File: src/lsim_cfg.svh
`ifndef LSIM_CFG_SVH
`define LSIM_CFG_SVH
`define LSIM_CLK_HZ       40000000
`define LSIM_SCL_HZ       100000
// Quarter of an SCL period in system clocks
`define LSIM_QTR_CYC      (`LSIM_CLK_HZ / (`LSIM_SCL_HZ * 4))
`define LSIM_DIR_WRITE    1'b0
`define LSIM_DIR_READ     1'b1
`define LSIM_IDLE_QTRS    8'h04
`endif

File: src/lsim_pkg.sv
package lsim_pkg;
	typedef enum logic [10:0] {
		ST_IDLE  = 11'h001,
		ST_START = 11'h002,
		ST_SEND  = 11'h004,
		ST_SACK  = 11'h008,
		ST_RSTRT = 11'h010,
		ST_RECV  = 11'h020,
		ST_MACK  = 11'h040,
		ST_STOP  = 11'h080,
		ST_DONE  = 11'h100,
		ST_WAIT  = 11'h200,
		ST_SPARE = 11'h400
	} lsim_state_e;
	typedef enum logic [1:0] {
		PH_ADDR_W = 2'h0,
		PH_WORD   = 2'h1,
		PH_ADDR_R = 2'h2,
		PH_DATA   = 2'h3
	} lsim_phase_e;
endpackage : lsim_pkg

File: src/lsim_master.sv
`timescale 1ns/1ps
`default_nettype none
`include "lsim_cfg.svh"
module lsim_master #(
	parameter int QTR_CYC = `LSIM_QTR_CYC
) (
	// Clock and reset
	input  wire logic       clk,
	input  wire logic       reset_n,
	// Request
	input  wire logic       reqValid,
	input  wire logic [6:0] reqSlaveAddr,
	input  wire logic [7:0] reqWordPointer,
	input  wire logic       reqDir,
	input  wire logic [7:0] reqCount,
	output var  logic       reqReady,
	// Write data: wrData is taken when wrTaken pulses
	input  wire logic [7:0] wrData,
	output var  logic       wrTaken,
	// Read data
	output var  logic [7:0] rdData,
	output var  logic       rdValid,
	// Completion
	output var  logic       done,
	output var  logic       error,
	// Bus pins, enable high pulls low
	input  wire logic       sclIn,
	output var  logic       sclOe,
	input  wire logic       sdaIn,
	output var  logic       sdaOe
);
	typedef struct packed {
		lsim_pkg::lsim_state_e state;
		lsim_pkg::lsim_phase_e phase;
		logic [1:0]            qtr;
		logic [2:0]            bitCnt;
		logic [7:0]            shift;
		logic [6:0]            addr;
		logic [7:0]            wordPtr;
		logic                  dir;
		logic [7:0]            remain;
		logic [7:0]            idleCnt;
		logic                  sclOe;
		logic                  sdaOe;
		logic                  reqReady;
		logic                  wrTaken;
		logic [7:0]            rdData;
		logic                  rdValid;
		logic                  done;
		logic                  error;
	} lsim_master_s;
	lsim_master_s st_reg;
	lsim_master_s st_next;
	logic tick;
	// ----------------------------------------
	// Bit timing
	// ----------------------------------------
	lsim_tick #(.QTR_CYC(QTR_CYC)) u_tick (
		.clk     (clk),
		.reset_n (reset_n),
		.tick    (tick)
	);
	// ----------------------------------------
	// Sequencer
	// ----------------------------------------
	// A bit is four quarters: qtr0 SCL low set SDA, qtr1-2 SCL high, qtr3 low.
	always_comb begin
		st_next = st_reg;
		st_next.wrTaken = 1'b0;
		st_next.rdValid = 1'b0;
		st_next.done = 1'b0;
		st_next.reqReady = 1'b0;
		case (st_reg.state)
			lsim_pkg::ST_IDLE: begin
				st_next.sclOe = 1'b0;
				st_next.sdaOe = 1'b0;
				// Both lines must stay high for a while; another master may own the bus
				if (tick) begin
					if (sclIn && sdaIn) begin
						if (st_reg.idleCnt != `LSIM_IDLE_QTRS) begin
							st_next.idleCnt = st_reg.idleCnt + 8'h01;
						end
					end else begin
						st_next.idleCnt = 8'h00;
					end
				end
				st_next.reqReady = (st_reg.idleCnt == `LSIM_IDLE_QTRS) && !st_reg.reqReady;
				// Ready is a cycle old; recheck the count so a bus that just turned busy is not grabbed
				if (reqValid && st_reg.reqReady && (st_reg.idleCnt == `LSIM_IDLE_QTRS)) begin
					st_next.reqReady = 1'b0;
					st_next.addr = reqSlaveAddr;
					st_next.wordPtr = reqWordPointer;
					st_next.dir = reqDir;
					st_next.remain = (reqCount == 8'h00) ? 8'h01 : reqCount;
					st_next.error = 1'b0;
					st_next.phase = lsim_pkg::PH_ADDR_W;
					st_next.shift = {reqSlaveAddr, `LSIM_DIR_WRITE};
					st_next.qtr = 2'h0;
					st_next.state = lsim_pkg::ST_START;
				end
			end
			lsim_pkg::ST_START, lsim_pkg::ST_RSTRT: begin
				if (tick) begin
					st_next.qtr = st_reg.qtr + 2'h1;
					case (st_reg.qtr)
						2'h0: begin
							st_next.sdaOe = 1'b0;
						end
						2'h1: begin
							st_next.sclOe = 1'b0;
						end
						2'h2: begin
							st_next.sdaOe = 1'b1;
						end
						default: begin
							st_next.sclOe = 1'b1;
							st_next.bitCnt = 3'h7;
							st_next.state = lsim_pkg::ST_SEND;
						end
					endcase
				end
			end
			lsim_pkg::ST_SEND, lsim_pkg::ST_RECV: begin
				if (tick) begin
					st_next.qtr = st_reg.qtr + 2'h1;
					case (st_reg.qtr)
						2'h0: begin
							st_next.sdaOe = (st_reg.state == lsim_pkg::ST_SEND) ? !st_reg.shift[7] : 1'b0;
						end
						2'h1: begin
							st_next.sclOe = 1'b0;
						end
						2'h2: begin
							if (st_reg.state == lsim_pkg::ST_RECV) begin
								st_next.shift = {st_reg.shift[6:0], sdaIn};
							end
						end
						default: begin
							st_next.sclOe = 1'b1;
							if (st_reg.state == lsim_pkg::ST_SEND) begin
								st_next.shift = {st_reg.shift[6:0], 1'b0};
							end
							st_next.bitCnt = st_reg.bitCnt - 3'h1;
							if (st_reg.bitCnt == 3'h0) begin
								st_next.state = (st_reg.state == lsim_pkg::ST_SEND) ? lsim_pkg::ST_SACK : lsim_pkg::ST_MACK;
							end
						end
					endcase
				end
			end
			lsim_pkg::ST_SACK: begin
				if (tick) begin
					st_next.qtr = st_reg.qtr + 2'h1;
					case (st_reg.qtr)
						2'h0: begin
							st_next.sdaOe = 1'b0;
						end
						2'h1: begin
							st_next.sclOe = 1'b0;
						end
						2'h2: begin
							if (sdaIn) begin
								st_next.error = 1'b1;
							end
						end
						default: begin
							st_next.sclOe = 1'b1;
							st_next.bitCnt = 3'h7;
							if (st_reg.error) begin
								st_next.state = lsim_pkg::ST_STOP;
							end else begin
								case (st_reg.phase)
									lsim_pkg::PH_ADDR_W: begin
										st_next.phase = lsim_pkg::PH_WORD;
										st_next.shift = st_reg.wordPtr;
										st_next.state = lsim_pkg::ST_SEND;
									end
									lsim_pkg::PH_WORD: begin
										st_next.phase = (st_reg.dir == `LSIM_DIR_READ) ? lsim_pkg::PH_ADDR_R : lsim_pkg::PH_DATA;
										if (st_reg.dir == `LSIM_DIR_READ) begin
											st_next.shift = {st_reg.addr, `LSIM_DIR_READ};
											st_next.state = lsim_pkg::ST_RSTRT;
										end else begin
											st_next.shift = wrData;
											st_next.wrTaken = 1'b1;
											st_next.state = lsim_pkg::ST_SEND;
										end
									end
									lsim_pkg::PH_ADDR_R: begin
										st_next.phase = lsim_pkg::PH_DATA;
										st_next.state = lsim_pkg::ST_RECV;
									end
									default: begin
										st_next.remain = st_reg.remain - 8'h01;
										if (st_reg.remain == 8'h01) begin
											st_next.state = lsim_pkg::ST_STOP;
										end else begin
											st_next.shift = wrData;
											st_next.wrTaken = 1'b1;
											st_next.state = lsim_pkg::ST_SEND;
										end
									end
								endcase
							end
						end
					endcase
				end
			end
			lsim_pkg::ST_MACK: begin
				if (tick) begin
					st_next.qtr = st_reg.qtr + 2'h1;
					case (st_reg.qtr)
						2'h0: begin
							st_next.sdaOe = (st_reg.remain != 8'h01);
							st_next.rdData = st_reg.shift;
							st_next.rdValid = 1'b1;
						end
						2'h1: begin
							st_next.sclOe = 1'b0;
						end
						2'h2: begin
						end
						default: begin
							st_next.sclOe = 1'b1;
							st_next.bitCnt = 3'h7;
							st_next.remain = st_reg.remain - 8'h01;
							st_next.state = (st_reg.remain == 8'h01) ? lsim_pkg::ST_STOP : lsim_pkg::ST_RECV;
						end
					endcase
				end
			end
			lsim_pkg::ST_STOP: begin
				if (tick) begin
					st_next.qtr = st_reg.qtr + 2'h1;
					case (st_reg.qtr)
						2'h0: begin
							st_next.sdaOe = 1'b1;
						end
						2'h1: begin
							st_next.sclOe = 1'b0;
						end
						2'h2: begin
							st_next.sdaOe = 1'b0;
						end
						default: begin
							st_next.state = lsim_pkg::ST_DONE;
						end
					endcase
				end
			end
			lsim_pkg::ST_DONE: begin
				st_next.done = 1'b1;
				st_next.idleCnt = 8'h00;
				st_next.state = lsim_pkg::ST_IDLE;
			end
			default: begin
				st_next.state = lsim_pkg::ST_IDLE;
			end
		endcase
	end
	always_ff @(posedge clk or negedge reset_n) begin
		if (!reset_n) begin
			st_reg <= '0;
			st_reg.state <= lsim_pkg::ST_IDLE;
		end else begin
			st_reg <= st_next;
		end
	end
	assign reqReady = st_reg.reqReady;
	assign wrTaken  = st_reg.wrTaken;
	assign rdData   = st_reg.rdData;
	assign rdValid  = st_reg.rdValid;
	assign done     = st_reg.done;
	assign error    = st_reg.error;
	assign sclOe    = st_reg.sclOe;
	assign sdaOe    = st_reg.sdaOe;
	// ----------------------------------------
	// Checks
	// ----------------------------------------
	chk_start_idle: assert property (@(posedge clk) disable iff (!reset_n)
		(st_reg.state == lsim_pkg::ST_IDLE && st_next.state == lsim_pkg::ST_START)
		|-> st_reg.idleCnt == `LSIM_IDLE_QTRS) else $error("start on busy bus");
	chk_addr_dir: assert property (@(posedge clk) disable iff (!reset_n)
		(st_reg.state == lsim_pkg::ST_START && st_next.state == lsim_pkg::ST_SEND)
		|-> st_reg.shift[0] == `LSIM_DIR_WRITE) else $error("first address not write");
	chk_rstart_place: assert property (@(posedge clk) disable iff (!reset_n)
		(st_reg.state == lsim_pkg::ST_RSTRT) |-> st_reg.phase == lsim_pkg::PH_ADDR_R) else $error("bad restart");
	chk_nack_last: assert property (@(posedge clk) disable iff (!reset_n)
		(st_reg.state == lsim_pkg::ST_MACK && tick && st_reg.qtr == 2'h0 && st_reg.remain == 8'h01)
		|=> !st_reg.sdaOe) else $error("last byte acked");
	chk_ack_more: assert property (@(posedge clk) disable iff (!reset_n)
		(st_reg.state == lsim_pkg::ST_MACK && tick && st_reg.qtr == 2'h0 && st_reg.remain != 8'h01)
		|=> st_reg.sdaOe) else $error("middle byte not acked");
	chk_nack_stop: assert property (@(posedge clk) disable iff (!reset_n)
		(st_reg.state == lsim_pkg::ST_MACK && st_next.state == lsim_pkg::ST_STOP)
		|-> st_reg.remain == 8'h01) else $error("stop not after last");
	chk_err_abort: assert property (@(posedge clk) disable iff (!reset_n)
		(st_reg.state == lsim_pkg::ST_SACK && st_reg.error && tick && st_reg.qtr == 2'h3)
		|=> st_reg.state == lsim_pkg::ST_STOP) else $error("no abort on nack");
	chk_done_after: assert property (@(posedge clk) disable iff (!reset_n)
		st_reg.done |-> $past(st_reg.state) == lsim_pkg::ST_DONE && !st_reg.sdaOe && !st_reg.sclOe)
		else $error("done without stop");
	chk_tick_rate: assert property (@(posedge clk) disable iff (!reset_n)
		tick |=> !tick [*3]) else $error("tick too fast");
	cov_write: cover property (@(posedge clk) st_reg.wrTaken);
	cov_read: cover property (@(posedge clk) st_reg.rdValid);
	cov_error: cover property (@(posedge clk) st_reg.done && st_reg.error);
	cov_rstart: cover property (@(posedge clk) st_reg.state == lsim_pkg::ST_RSTRT);
endmodule : lsim_master
`default_nettype wire

File: src/lsim_tick.sv
`timescale 1ns/1ps
`default_nettype none
`include "lsim_cfg.svh"
// ----------------------------------------
// Quarter-bit tick divider
// ----------------------------------------
module lsim_tick #(
	parameter int QTR_CYC = `LSIM_QTR_CYC
) (
	// Clock and reset
	input  wire logic clk,
	input  wire logic reset_n,
	// Tick
	output var  logic tick
);
	typedef struct packed {
		logic [15:0] cnt;
		logic        tick;
	} lsim_tick_s;
	lsim_tick_s st_reg;
	lsim_tick_s st_next;
	always_comb begin
		st_next = st_reg;
		st_next.tick = 1'b0;
		if (st_reg.cnt == 16'(QTR_CYC - 1)) begin
			st_next.cnt = 16'h0000;
			st_next.tick = 1'b1;
		end else begin
			st_next.cnt = st_reg.cnt + 16'h0001;
		end
	end
	always_ff @(posedge clk or negedge reset_n) begin
		if (!reset_n) begin
			st_reg <= '0;
		end else begin
			st_reg <= st_next;
		end
	end
	assign tick = st_reg.tick;
endmodule : lsim_tick
`default_nettype wire

File: config.mk
export PLATFORM = sky130hd
export DESIGN_NAME = lsim_master
export DESIGN_NICKNAME = d
export VERILOG_FILES = /design/src/lsim_pkg.sv /design/src/lsim_master.sv /design/src/lsim_tick.sv
export VERILOG_INCLUDE_DIRS = /design/src
export SDC_FILE = /design/constraint.sdc
export NUM_CORES = 1
export LEC_CHECK = 0
export BUFFER_PORTS_ARGS = -buffer_cell sky130_fd_sc_hd__buf_2
export CAP_MARGIN = 20
export CORE_MARGIN = 2
export CORE_UTILIZATION = 33
export CTS_CLUSTER_SIZE = 25
export DETAILED_ROUTE_END_ITERATION = 10
export HOLD_SLACK_MARGIN = 0.15
export MAX_ROUTING_LAYER = met4
export SYNTH_ARGS = -nofsm -noshare
export SYNTH_HDL_FRONTEND = slang
export SYNTH_SLANG_ARGS = --single-unit
export TNS_END_PERCENT = 5
File: constraint.sdc
create_clock -name clk -period 2.94 [get_ports clk]
set_clock_uncertainty 0.2 [all_clocks]
set_input_delay 0.588 -clock clk [delete_from_list [all_inputs] [get_ports clk]]
set_output_delay 0.588 -clock clk [all_outputs]
set_load 0.005 [all_outputs]
==> metrics.txt <==
status complete, no violations; sw frac 0.210; flops & latches, synth 88; H-tree levels 3; worst hold margin 235 ps; normalized max-slew margin 0.573; worst slew pin tran 640 ps; Psw 527 uW; routed via count 4,062; Post-Synth XOR/XNOR Area 0.0316; initial drt markers 217; min Tclk post-route 2740 ps; Setup TNS 0 ps; sequential fraction of the synthesis area 0.442; Unique masters post-synth 66; post-synth net total 588; pin count of the biggest net entering global routing 49; Routed Antenna Nets 0; Adder-Cell Fraction of Synth Area 0.0402; Final Net Count 642; Pre-antenna DRT Iters 5; Pint 1990 uW; ys async rst share 1.00; CTS Hold Bufs 1; Die Span Y 127 um; CTS tree built; CTS resizes 0; Die ar. 16,100 sq um; initial antenna violation count 2; compound-cell area share of the yosys netlist 0.158; YS warnings 0; clock power share 0.491; worst-path fanout max 14; Seq pwr share 0.482; f_max 365 MHz; area grow syn2layout 16.2%; final HPWL from detailed placement 8.87 mm; number of synthesized flops with an enable pin 0; Worst-path clk slew 70 ps; setup bufs post-CTS 0; RD Place Congestion 0.904; WL/cell 15.2 um; VDD IR-drop max 0.255 mV; Top delay family on crit path simple AND/OR/NAND/NOR gates; nature of the critical path endpoint flip-flop; largest family of logic cells by synthesized area simple AND/OR/NAND/NOR gates; Max Slew Vio Count 0; CP required 2970 ps; mapped cell area 4980 sq um; placement row count 44; crit start category flip-flop; Lkg Pwr 0.00267 uW; cell count after synthesis 535; mux contribution to synthesized area 0.0454; Chip Width 127 um; Primary FF master, synth dfrtp_1; core outline area 14,600 sq um; number of global-route vias before repair 4,026; Worst path slowest cell or4_4; GRT Util Overall 0.157; # port buffers 51; clock root cell clkbuf_16; Worst path max stage delay 650 ps; number of remaining DRC errors 0; most frequent cells in the layout nand2_1, dfrtp_1, buf_2, nor2_1, a21oi_1; commonest non-fill, non-tap cell in the layout nand2_1; clk buf depth 2; CP Class flip-flop to flip-flop; pwr dens 434 nW/um^2; final hold vios 0; GRT Residual Overflow 0; RSZ-0062 raised after global routing false; routed wire length 11.8 mm; Avg Cell Area, Syn 9.32 sq um; first-pass GRT wire length 19.9 mm; simple-gate share of the synthesized area 0.236; max_cap viols 0; share of post-route cells with drive strength above 1 0.210; IO Count 52; TritonCTS sink count 88; Filler Cell Count 1,478; critical-path cell list or4_4 > nor3_4 > o221ai_2 > a21oi_4 > o21ai_0 > a22o_1; Worst Path Arrival 2770 ps; Setup Viol. Count Final 0; Hold WC Path Type input port to flip-flop; max FFs per register 56; final period utilization 0.931; Buffers & Inverters on Critical Path 0; cts bufs inserted 9; initial core utilization 0.340; via/cell ratio 5.21; clk_lat worst skew 340 ps; Logic pwr share 0.027
-- metal layers --
layer / share of wire / track usage / vias to the layer above
met1: 0.45 / 0.199 / 1947
li1: - / - / 1999
met4: 0.013 / 0.0485 / 0
met2: 0.48 / 0.253 / 104
met5: 0 / - / -
met3: 0.056 / 0.0350 / 12
-- logic make-up (layout without fill, tap and decap cells) --
kind of cell | Yosys count | after routing
simple gates | 236 | 236
fa+ha+maj | 16 | 16
flops | 88 | 88
mux | 18 | 18
compound gates | 114 | 114
buf+inv | 45 | 104
other cells | 0 | 2
xor+xnor | 18 | 18
-- stage by stage --
stage          std cells  utilization  cell area [sq um]  setup WS [ps]  power, uW
5_1_grt              780        0.395               5790           86.5       2610
2_1_floorplan        535            -               4980            384       1240
4_1_cts              778        0.395               5780            218       2550
3_3_place_gp         761        0.372               5450            270       1300
3_5_place_dp         761        0.372               5450            249       1300
6_report             780        0.395               5790            202       2510
-- worst paths after layout --
| check | from | endpoint | slack [ps] | cells after the start |
|---|---|---|---|---|
| max in group asynchronous | reset_n | st_reg[62] | 1240 | 3 |
| setup / recovery | st_reg[63] | st_reg[26] | 200 | 6 |
| hold / removal | reqWordPointer[1] | st_reg[33] | 230 | 3 |
| min in group asynchronous | reset_n | st_reg[68] | 610 | 2 |
| setup reg to reg | st_reg[63] | st_reg[26] | 200 | 6 |
| hold reg to reg | rdData[7] | rdData[7] | 260 | 2 |
-- final cells by class --
class,instances,area [sq um],share of cell area
flip-flops and latches,88,2200,0.381
well taps,184,230,0.0398
multi-input cells,402,2550,0.441
diodes,2,5.00,0.000864
clock buffers,10,229,0.0396
repair buffers,69,408,0.0705
inverters,19,71.3,0.0123
clock inverters,6,91.3,0.0158
-- power by group through the flow --
stage               Clock, uW  Sequential [uW]  Combinational, uW
floorplan                   0             1230               9.52
global placement            0             1230               68.5
detailed placement          0             1230               70.9
CTS                      1270             1210               72.2
global route             1320             1210               78.6
finish                   1230             1210               68.9
-- worst min-delay path, stage by stage --
cell and delay, ps:
buf_2 70, nand2_1 40, nand2_1 40
-- synth_stat cells, types with 3 or more instances --
| cell type | instances | area, sq um |
|---|---|---|
| a22oi_1 | 8 | 60.1 |
| a221o_1 | 7 | 70.1 |
| nor4_1 | 7 | 43.8 |
| o22ai_1 | 3 | 18.8 |
| nand4_1 | 6 | 37.5 |
| clkbuf_1 | 10 | 37.5 |
| inv_1 | 19 | 71.3 |
| dfrtp_1 | 87 | 2180 |
| mux2_2 | 8 | 90.1 |
| xnor2_1 | 12 | 105 |
| o31ai_1 | 6 | 45.0 |
| ha_1 | 16 | 200 |
| o21ai_1 | 5 | 25.0 |
| buf_4 | 11 | 82.6 |
| a22o_1 | 6 | 52.6 |
| a31oi_1 | 6 | 37.5 |
| o21ai_0 | 25 | 125 |
| and3_1 | 7 | 43.8 |
| nand3_1 | 18 | 90.1 |
| nor2_1 | 34 | 128 |
| nor3_1 | 12 | 60.1 |
| buf_2 | 3 | 15.0 |
| nand2_1 | 110 | 413 |
| nand2b_1 | 9 | 56.3 |
| xor2_1 | 6 | 52.6 |
| a21oi_1 | 29 | 145 |
| or2_2 | 3 | 18.8 |
| nor2b_1 | 4 | 25.0 |
| mux2_4 | 7 | 105 |
| nor2_2 | 3 | 18.8 |
Power figures use the tool's default switching activity.
